File: src/vdc_regs.vh
/*
 * Register map, field positions and reset values of the voltage
 * output channel control block (channels 3 to 6).
 * Assumes inclusion by bare name from the design files.
 */
`ifndef VDC_REGS_VH
`define VDC_REGS_VH

`define VDC_CH3_CTRL_ADDR 32'h4008240c
`define VDC_CH4_CTRL_ADDR 32'h40082410
`define VDC_CH5_CTRL_ADDR 32'h40082414
`define VDC_CH6_CTRL_ADDR 32'h40082418

`define VDC_CH3_DATA_ADDR 32'h40086410
`define VDC_CH4_DATA_ADDR 32'h40086414
`define VDC_CH5_DATA_ADDR 32'h40086418
`define VDC_CH6_DATA_ADDR 32'h4008641c

`define VDC_REF_LSB 0
`define VDC_REF_MSB 1
`define VDC_EN_BIT 4
`define VDC_PD_BIT 8
`define VDC_LOAD_BIT 9
`define VDC_DRV_BIT 10
`define VDC_CODE_LSB 16
`define VDC_CODE_MSB 27
`define VDC_CODE_W 12

`define VDC_CTRL_RESET 16'h0100
`define VDC_CODE_RESET 12'h000
`define VDC_CTRL_MASK_BASIC 16'h01ff
`define VDC_CTRL_MASK_LOAD 16'h07ff

`define VDC_REF_INTERNAL 2'h0
`define VDC_REF_SUPPLY 2'h3

`define VDC_HTRANS_NONSEQ_BIT 1
`define VDC_HSIZE_BYTE 3'h0
`define VDC_HSIZE_HALF 3'h1

`endif

File: src/vdc_channel.v
/*
 * One voltage output channel: control register and held output code.
 * Assumes write strobes and a byte-lane mask from the bus slave above,
 * all on ref_clk.
 */
`timescale 1ns/1ps
`default_nettype none
`include "vdc_regs.vh"

module vdc_channel #(
	parameter HAS_LOAD_BITS = 0
) (
	input wire ref_clk,
	input wire rst,
	input wire ctrl_we,
	input wire data_we,
	input wire [31:0] wdata,
	input wire [31:0] wmask,
	output wire power_down,
	output wire enable,
	output wire [1:0] reference_select,
	output wire increased_drive,
	output wire high_cap_load,
	output wire [11:0] output_code,
	output wire [15:0] ctrl_read,
	output wire [31:0] data_read
);
	localparam [15:0] CTRL_MASK = HAS_LOAD_BITS ? `VDC_CTRL_MASK_LOAD : `VDC_CTRL_MASK_BASIC;

	reg [15:0] ctrl;
	reg [11:0] code;
	wire [15:0] ctrl_bits;
	wire [15:0] next_ctrl;
	wire [11:0] code_mask;
	wire [11:0] next_code;
	wire enable_after;

	assign ctrl_bits = wmask[15:0] & CTRL_MASK;
	assign next_ctrl = (ctrl & ~ctrl_bits) | (wdata[15:0] & ctrl_bits);

	always @(posedge ref_clk or posedge rst) begin
		if (rst) begin
			ctrl <= `VDC_CTRL_RESET;
		end else if (ctrl_we) begin
			ctrl <= next_ctrl;
		end
	end

	// Enable as it stands after this edge, so a disabling write clears at once
	assign enable_after = ctrl_we ? next_ctrl[`VDC_EN_BIT] : ctrl[`VDC_EN_BIT];
	assign code_mask = wmask[`VDC_CODE_MSB:`VDC_CODE_LSB];
	assign next_code = (code & ~code_mask) | (wdata[`VDC_CODE_MSB:`VDC_CODE_LSB] & code_mask);

	always @(posedge ref_clk or posedge rst) begin
		if (rst) begin
			code <= `VDC_CODE_RESET;
		end else if (!enable_after) begin
			code <= `VDC_CODE_RESET;
		end else if (data_we) begin
			code <= next_code;
		end
	end

	assign power_down = ctrl[`VDC_PD_BIT];
	assign enable = ctrl[`VDC_EN_BIT];
	assign reference_select = ctrl[`VDC_REF_MSB:`VDC_REF_LSB];
	assign increased_drive = ctrl[`VDC_DRV_BIT] & (HAS_LOAD_BITS != 0);
	assign high_cap_load = ctrl[`VDC_LOAD_BIT] & (HAS_LOAD_BITS != 0);
	assign output_code = code;
	assign ctrl_read = ctrl & CTRL_MASK;
	assign data_read = {4'h0, code, 16'h0000};
endmodule // vdc_channel

`default_nettype wire

File: src/vdc_top.v
/*
 * AHB-Lite register slave for four voltage output channels (3 to 6),
 * each with a control register and a data register.
 * Assumes a single slave on the bus, so hready equals hreadyout, and
 * that every bus signal is synchronous to ref_clk.
 */
// The implementer's own choice: the AHB-Lite interface to the registers.
`timescale 1ns/1ps
`default_nettype none
`include "vdc_regs.vh"

// Function
// - Control bit 8 is power-down, resets to one; zero powers channel up.
// - Control bit 4 enables the channel; zero clears held code immediately.
// - Bits 1:0 pick reference: 00 internal, 11 supply; 01, 10 reserved.
// - Reference select writes reach the channel at once, no deferral.
// - Channels 4 and 5 add drive bit 10 and load bit 9, reset zero.
// - Channels 3 and 6 reserve bits 15:9; channels 4, 5 reserve 15:11.
// - Each channel has a data word, code in bits 27:16, rest reserved.
module vdc_top (
	input wire ref_clk,
	input wire rst,
	input wire hsel,
	input wire [31:0] haddr,
	input wire [1:0] htrans,
	input wire hwrite,
	input wire [2:0] hsize,
	input wire [31:0] hwdata,
	input wire hready,
	output wire hreadyout,
	output wire hresp,
	output reg [31:0] hrdata,
	output wire ch3_power_down,
	output wire ch3_enable,
	output wire [1:0] ch3_reference_select,
	output wire [11:0] ch3_output_code,
	output wire ch4_power_down,
	output wire ch4_enable,
	output wire [1:0] ch4_reference_select,
	output wire ch4_increased_drive,
	output wire ch4_high_cap_load,
	output wire [11:0] ch4_output_code,
	output wire ch5_power_down,
	output wire ch5_enable,
	output wire [1:0] ch5_reference_select,
	output wire ch5_increased_drive,
	output wire ch5_high_cap_load,
	output wire [11:0] ch5_output_code,
	output wire ch6_power_down,
	output wire ch6_enable,
	output wire [1:0] ch6_reference_select,
	output wire [11:0] ch6_output_code
);
	localparam [1:0] ST_IDLE = 2'h0;
	localparam [1:0] ST_WRITE = 2'h1;
	localparam [1:0] ST_READ_WAIT = 2'h2;
	localparam [1:0] ST_READ_DONE = 2'h3;

	reg [1:0] state;
	reg [1:0] next_state;
	reg [31:0] addr_q;
	reg [31:0] mask_q;
	reg [31:0] next_hrdata;
	wire accept;
	wire [15:0] ch3_ctrl_read;
	wire [15:0] ch4_ctrl_read;
	wire [15:0] ch5_ctrl_read;
	wire [15:0] ch6_ctrl_read;
	wire [31:0] ch3_data_read;
	wire [31:0] ch4_data_read;
	wire [31:0] ch5_data_read;
	wire [31:0] ch6_data_read;
	wire commit;
	wire [3:0] ctrl_hit;
	wire [3:0] data_hit;

	// Byte lanes touched by a transfer; sub-word writes leave other lanes alone
	function [31:0] lane_mask;
		input [2:0] size;
		input [1:0] low;
		begin
			case (size)
				`VDC_HSIZE_BYTE: begin
					lane_mask = 32'h000000ff << {low, 3'h0};
				end
				`VDC_HSIZE_HALF: begin
					lane_mask = low[1] ? 32'hffff0000 : 32'h0000ffff;
				end
				default: begin
					lane_mask = 32'hffffffff;
				end
			endcase
		end
	endfunction

	// Word-aligned match against one register address
	function hit;
		input [31:0] a;
		input [31:0] reg_addr;
		begin
			hit = (a[31:2] == reg_addr[31:2]);
		end
	endfunction

	assign accept = hsel & hready & htrans[`VDC_HTRANS_NONSEQ_BIT];

	// A read costs one wait state so a write just before it is always seen
	assign hreadyout = (state != ST_READ_WAIT);
	assign hresp = 1'b0;

	always @* begin
		next_state = ST_IDLE;
		case (state)
			ST_READ_WAIT: begin
				next_state = ST_READ_DONE;
			end
			ST_IDLE, ST_WRITE, ST_READ_DONE: begin
				if (accept) begin
					next_state = hwrite ? ST_WRITE : ST_READ_WAIT;
				end
			end
			default: begin
				next_state = ST_IDLE;
			end
		endcase
	end

	always @(posedge ref_clk or posedge rst) begin
		if (rst) begin
			state <= ST_IDLE;
			addr_q <= 32'h00000000;
			mask_q <= 32'h00000000;
		end else begin
			state <= next_state;
			if (accept) begin
				addr_q <= haddr;
				mask_q <= lane_mask(hsize, haddr[1:0]);
			end
		end
	end

	assign commit = (state == ST_WRITE);

	assign ctrl_hit[0] = hit(addr_q, `VDC_CH3_CTRL_ADDR);
	assign ctrl_hit[1] = hit(addr_q, `VDC_CH4_CTRL_ADDR);
	assign ctrl_hit[2] = hit(addr_q, `VDC_CH5_CTRL_ADDR);
	assign ctrl_hit[3] = hit(addr_q, `VDC_CH6_CTRL_ADDR);
	assign data_hit[0] = hit(addr_q, `VDC_CH3_DATA_ADDR);
	assign data_hit[1] = hit(addr_q, `VDC_CH4_DATA_ADDR);
	assign data_hit[2] = hit(addr_q, `VDC_CH5_DATA_ADDR);
	assign data_hit[3] = hit(addr_q, `VDC_CH6_DATA_ADDR);

	// reserved reads zero
	// Unmapped addresses read zero and ignore writes
	always @* begin
		next_hrdata = 32'h00000000;
		case (1'b1)
			ctrl_hit[0]: begin
				next_hrdata = {16'h0000, ch3_ctrl_read};
			end
			ctrl_hit[1]: begin
				next_hrdata = {16'h0000, ch4_ctrl_read};
			end
			ctrl_hit[2]: begin
				next_hrdata = {16'h0000, ch5_ctrl_read};
			end
			ctrl_hit[3]: begin
				next_hrdata = {16'h0000, ch6_ctrl_read};
			end
			data_hit[0]: begin
				next_hrdata = ch3_data_read;
			end
			data_hit[1]: begin
				next_hrdata = ch4_data_read;
			end
			data_hit[2]: begin
				next_hrdata = ch5_data_read;
			end
			data_hit[3]: begin
				next_hrdata = ch6_data_read;
			end
			default: begin
				next_hrdata = 32'h00000000;
			end
		endcase
	end

	always @(posedge ref_clk or posedge rst) begin
		if (rst) begin
			hrdata <= 32'h00000000;
		end else if (state == ST_READ_WAIT) begin
			hrdata <= next_hrdata;
		end
	end

	vdc_channel #(
		.HAS_LOAD_BITS(0)
	) u_ch3 (
		.ref_clk(ref_clk),
		.rst(rst),
		.ctrl_we(commit & ctrl_hit[0]),
		.data_we(commit & data_hit[0]),
		.wdata(hwdata),
		.wmask(mask_q),
		.power_down(ch3_power_down),
		.enable(ch3_enable),
		.reference_select(ch3_reference_select),
		.increased_drive(),
		.high_cap_load(),
		.output_code(ch3_output_code),
		.ctrl_read(ch3_ctrl_read),
		.data_read(ch3_data_read)
	);

	vdc_channel #(
		.HAS_LOAD_BITS(1)
	) u_ch4 (
		.ref_clk(ref_clk),
		.rst(rst),
		.ctrl_we(commit & ctrl_hit[1]),
		.data_we(commit & data_hit[1]),
		.wdata(hwdata),
		.wmask(mask_q),
		.power_down(ch4_power_down),
		.enable(ch4_enable),
		.reference_select(ch4_reference_select),
		.increased_drive(ch4_increased_drive),
		.high_cap_load(ch4_high_cap_load),
		.output_code(ch4_output_code),
		.ctrl_read(ch4_ctrl_read),
		.data_read(ch4_data_read)
	);

	vdc_channel #(
		.HAS_LOAD_BITS(1)
	) u_ch5 (
		.ref_clk(ref_clk),
		.rst(rst),
		.ctrl_we(commit & ctrl_hit[2]),
		.data_we(commit & data_hit[2]),
		.wdata(hwdata),
		.wmask(mask_q),
		.power_down(ch5_power_down),
		.enable(ch5_enable),
		.reference_select(ch5_reference_select),
		.increased_drive(ch5_increased_drive),
		.high_cap_load(ch5_high_cap_load),
		.output_code(ch5_output_code),
		.ctrl_read(ch5_ctrl_read),
		.data_read(ch5_data_read)
	);

	vdc_channel #(
		.HAS_LOAD_BITS(0)
	) u_ch6 (
		.ref_clk(ref_clk),
		.rst(rst),
		.ctrl_we(commit & ctrl_hit[3]),
		.data_we(commit & data_hit[3]),
		.wdata(hwdata),
		.wmask(mask_q),
		.power_down(ch6_power_down),
		.enable(ch6_enable),
		.reference_select(ch6_reference_select),
		.increased_drive(),
		.high_cap_load(),
		.output_code(ch6_output_code),
		.ctrl_read(ch6_ctrl_read),
		.data_read(ch6_data_read)
	);
endmodule // vdc_top

`default_nettype wire

File: config.mk
export PLATFORM = sky130hd
export DESIGN_NAME = vdc_top
export DESIGN_NICKNAME = d
export VERILOG_FILES = /design/src/vdc_channel.v /design/src/vdc_top.v
export VERILOG_INCLUDE_DIRS = /design/src
export SDC_FILE = /design/constraint.sdc
export NUM_CORES = 1
export LEC_CHECK = 0
export BUFFER_PORTS_ARGS = -buffer_cell sky130_fd_sc_hd__buf_2
export CELL_PAD_IN_SITES_DETAIL_PLACEMENT = 0
export CELL_PAD_IN_SITES_GLOBAL_PLACEMENT = 1
export CORE_MARGIN = 2
export CORE_UTILIZATION = 36
export DETAILED_ROUTE_END_ITERATION = 8
export PLACE_DENSITY = 0.79
export SLEW_MARGIN = 10
export SYNTH_ARGS = -nofsm -noshare
export SYNTH_HDL_FRONTEND = slang
export SYNTH_SLANG_ARGS = --single-unit
File: constraint.sdc
create_clock -name ref_clk -period 7.3 [get_ports ref_clk]
set_input_delay 1.46 -clock ref_clk [delete_from_list [all_inputs] [get_ports ref_clk]]
set_output_delay 1.46 -clock ref_clk [all_outputs]
set_load 0.05 [all_outputs]
==> metrics.md <==
| Metric | Value |
|---|---|
| GP Congestion | `0.839` |
| Non-filler cells, final | `1,137` |
| Row count | `52` |
| Hold path depth | `2` |
| Min-Delay Path Class | `reg2reg` |
| Worst-path clk slew | `60 ps` |
| Remaining Overflow, GRT | `0` |
| CTS tree | `built` |
| Via count | `6,333` |
| GRT Overall Usage | `20.2%` |
| Post-layout instance area | `8940 µm²` |
| Layout cells sized above 1 | `29.2%` |
| Final Hold Fails | `0` |
| Most numerous cell in the Yosys netlist | `dfrtp_1` |
| Die Y-Extent | `148 µm` |
| WL met3 | `1310 µm` |
| Hold EP | `hrdata[17]` |
| CP Max Fanout | `24` |
| Pint | `1.52 mW` |
| Dpl ws | `4000 ps` |
| Full die area | `21,800 µm²` |
| Metal2 WL | `10,400 µm` |
| DR pass1 iterations | `5` |
| Post-CTS Resized | `0` |
| Reg-to-reg endpoint | `u_ch6.output_code[6]` |
| Static leakage | `3.77 nW` |
| Worst-Margin Slew | `1160 ps` |
| Syn avg cell area | `10.1 µm²` |
| Starting DRT DRC Count | `503` |
| Worst min-delay path startpoint | `hrdata[17]` |
| Switching share of total power | `27.0%` |
| Slew HR | `21.5%` |
| Post-synth cell types | `52` |
| Endpoints failing setup | `0` |
| Pwr dens | `233 nW/µm²` |
| Synth cell count leaders | `dfrtp_1, nand2_1, nand4_1` |
| Cts hold-fix bufs | `0` |
| Final #Nets | `926` |
| Seq pwr share | `42.2%` |
| Final Max Slew Viols | `0` |
| NetSw | `0.563 mW` |
| WP data arrival | `3610 ps` |
| Clk_lat worst skew | `420 ps` |
| Clk sink count | `147` |
| Number of global-route vias before repair | `6,115` |
| Final setup margin | `3940 ps` |
| Area leader, netlist | `dfrtp_1` |
| Synth top area cells | `dfrtp_1, nand2_1, o31ai_1` |
| Tmin final | `3360 ps` |
| Post-DR vias/cell | `5.57` |
| Post-synth top area share | `48.3%` |
| # port buffers | `155` |
| Final ANT Viol Nets | `0` |
| Clock share of power | `45.3%` |
| Top routing layer in use | `met4` |
| # DRC | `0` |
| Largest net degree at the start of global routing | `92` |
| CP Capture Type | `register` |
| Max-Cap Viols | `0` |
| M1 wire length | `10,200 µm` |
| Critical path class | `reg2reg` |
| Cts bufs inserted | `17` |
| Ys async rst share | `100%` |
| Top FF cell, synth | `dfrtp_1` |
| Worst Setup Start Kind | `register` |
| Initial antenna violation count | `3` |
| Clock Skew | `5.07 ps` |
| Tcrit/Tclk final | `46.0%` |
| Std-Cell Core Area | `20,200 µm²` |
| First-pass GRT wire length | `34,400 µm` |
| DP Cell Count | `1,103` |
| Die W | `148 µm` |
| Yosys reg bits | `147` |
| CP Data Required Time | `7550 ps` |
| Combinational Power Share | `12.4%` |
| Peak supply drop | `0.000174 V` |
| Initial Util | `36.6%` |
| Ports | `176` |
| R2R Path Start | `addr_q[28]` |
| Area post-placement | `8300 µm²` |
| DR WL/cell | `19.5 µm` |
| Post-CTS setup buffer count | `0` |
| Synth warn | `0` |
| Reg2Reg Setup Slack | `3940 ps` |
| Area growth syn-to-layout | `20.5%` |
| Post-synthesis cell count | `737` |
| H-tree depth | `4` |
| Status | `finished, final reports clean` |
| Max frequency | `0.298 GHz` |
| CTS Root Cell | `clkbuf_16` |
| RSZ-0062 raised after global routing | `no` |
| Worst reg2reg path depth | `4` |
| Setup crit start | `addr_q[28]` |
| Dpl hpwl | `15,200 µm` |
| Synthesized area | `7420 µm²` |
| Register area share after synthesis | `49.7%` |
| Clock buffer depth | `2` |
| Fin Setup TNS | `0 ps` |
| WL final | `22,100 µm` |
| EDFF count, synth | `0` |
==> through the flow <==
step | power, mW | utilization (%) | hold slack (ps)
after CTS | 2.10 | 44.1 | 472
after floorplan | 1.07 | - | 437
final | 2.09 | 44.2 | 469
after global routing | 2.16 | 44.2 | 495
after detailed placement | 1.16 | 41.0 | 457
after global placement | 1.15 | 41.0 | 454
==> how the worst max path moves through the flow <==
stage / to / slack, ps / cells after the start
after CTS: u_ch6.output_code[6] / 3970 / 4
after detailed placement: u_ch6.output_code[6] / 4000 / 4
after global placement: u_ch5.output_code[4] / 4060 / 4
after global routing: u_ch6.output_code[4] / 3530 / 4
final: u_ch6.output_code[6] / 3940 / 4
after floorplan: asynchronous set/reset pin / 1900 / 1
==> power by group through the flow <==
| stage | clock network, mW | registers, mW | logic, mW |
|---|---|---|---|
| 6_report | 0.946 | 0.881 | 0.259 |
| 5_1_grt | 0.993 | 0.887 | 0.284 |
| 4_1_cts | 0.959 | 0.881 | 0.260 |
| 3_5_place_dp | 0 | 0.896 | 0.260 |
| 3_3_place_gp | 0 | 0.894 | 0.258 |
| 2_1_floorplan | 0 | 0.886 | 0.180 |
==> layout by cell type (no fill, tap or decap), drive strengths merged, types with 7 or more instances in the layout <==
| master | n |
|---|---|
| buf | 168 |
| dfrtp | 143 |
| nand2 | 139 |
| nand4 | 65 |
| o31ai | 59 |
| a22oi | 48 |
| mux2 | 36 |
| mux2i | 23 |
| nor4 | 23 |
| clkbuf | 22 |
| o21ai | 15 |
| nor2 | 13 |
| a21oi | 12 |
| conb | 10 |
| o211ai | 9 |
| nand2b | 7 |
| or4 | 7 |
| o41ai | 7 |
==> worst max-delay path, cell delays in order (launching register included) <==
cell and delay, ps:
dfrtp_1 390, nor4b_1 900, nand4_1 1160, o31ai_1 610, a22oi_1 120
==> area by class of cell <==
cell class	count	area, µm²
Inverter	2	12.5
Multi-Input combinational cell	516	3390
Tap cell	270	338
Antenna cell	2	5.00
Clock inverter	10	184
Timing Repair Buffer	168	873
Clock buffer	22	444
Fill cell	2004	11300
Sequential cell	147	3680
==> metal layers <==
| layer | global-route usage, % | vias to the layer above |
|---|---|---|
| li1 | - | 2971 |
| met2 | 31.0 | 223 |
| met5 | 0 | - |
| met1 | 28.6 | 3112 |
| met3 | 4.48 | 27 |
| met4 | 6.20 | 0 |
==> logic make-up after synthesis <==
group                  synth area share, %
and+or+nand+nor                       21.3
AOI/OAI and AO/OA                     15.0
DFF                                   49.7
buffers and inverters                 5.31
muxes                                 8.57
other                               0.0506
Power figures use the tool's default switching activity.
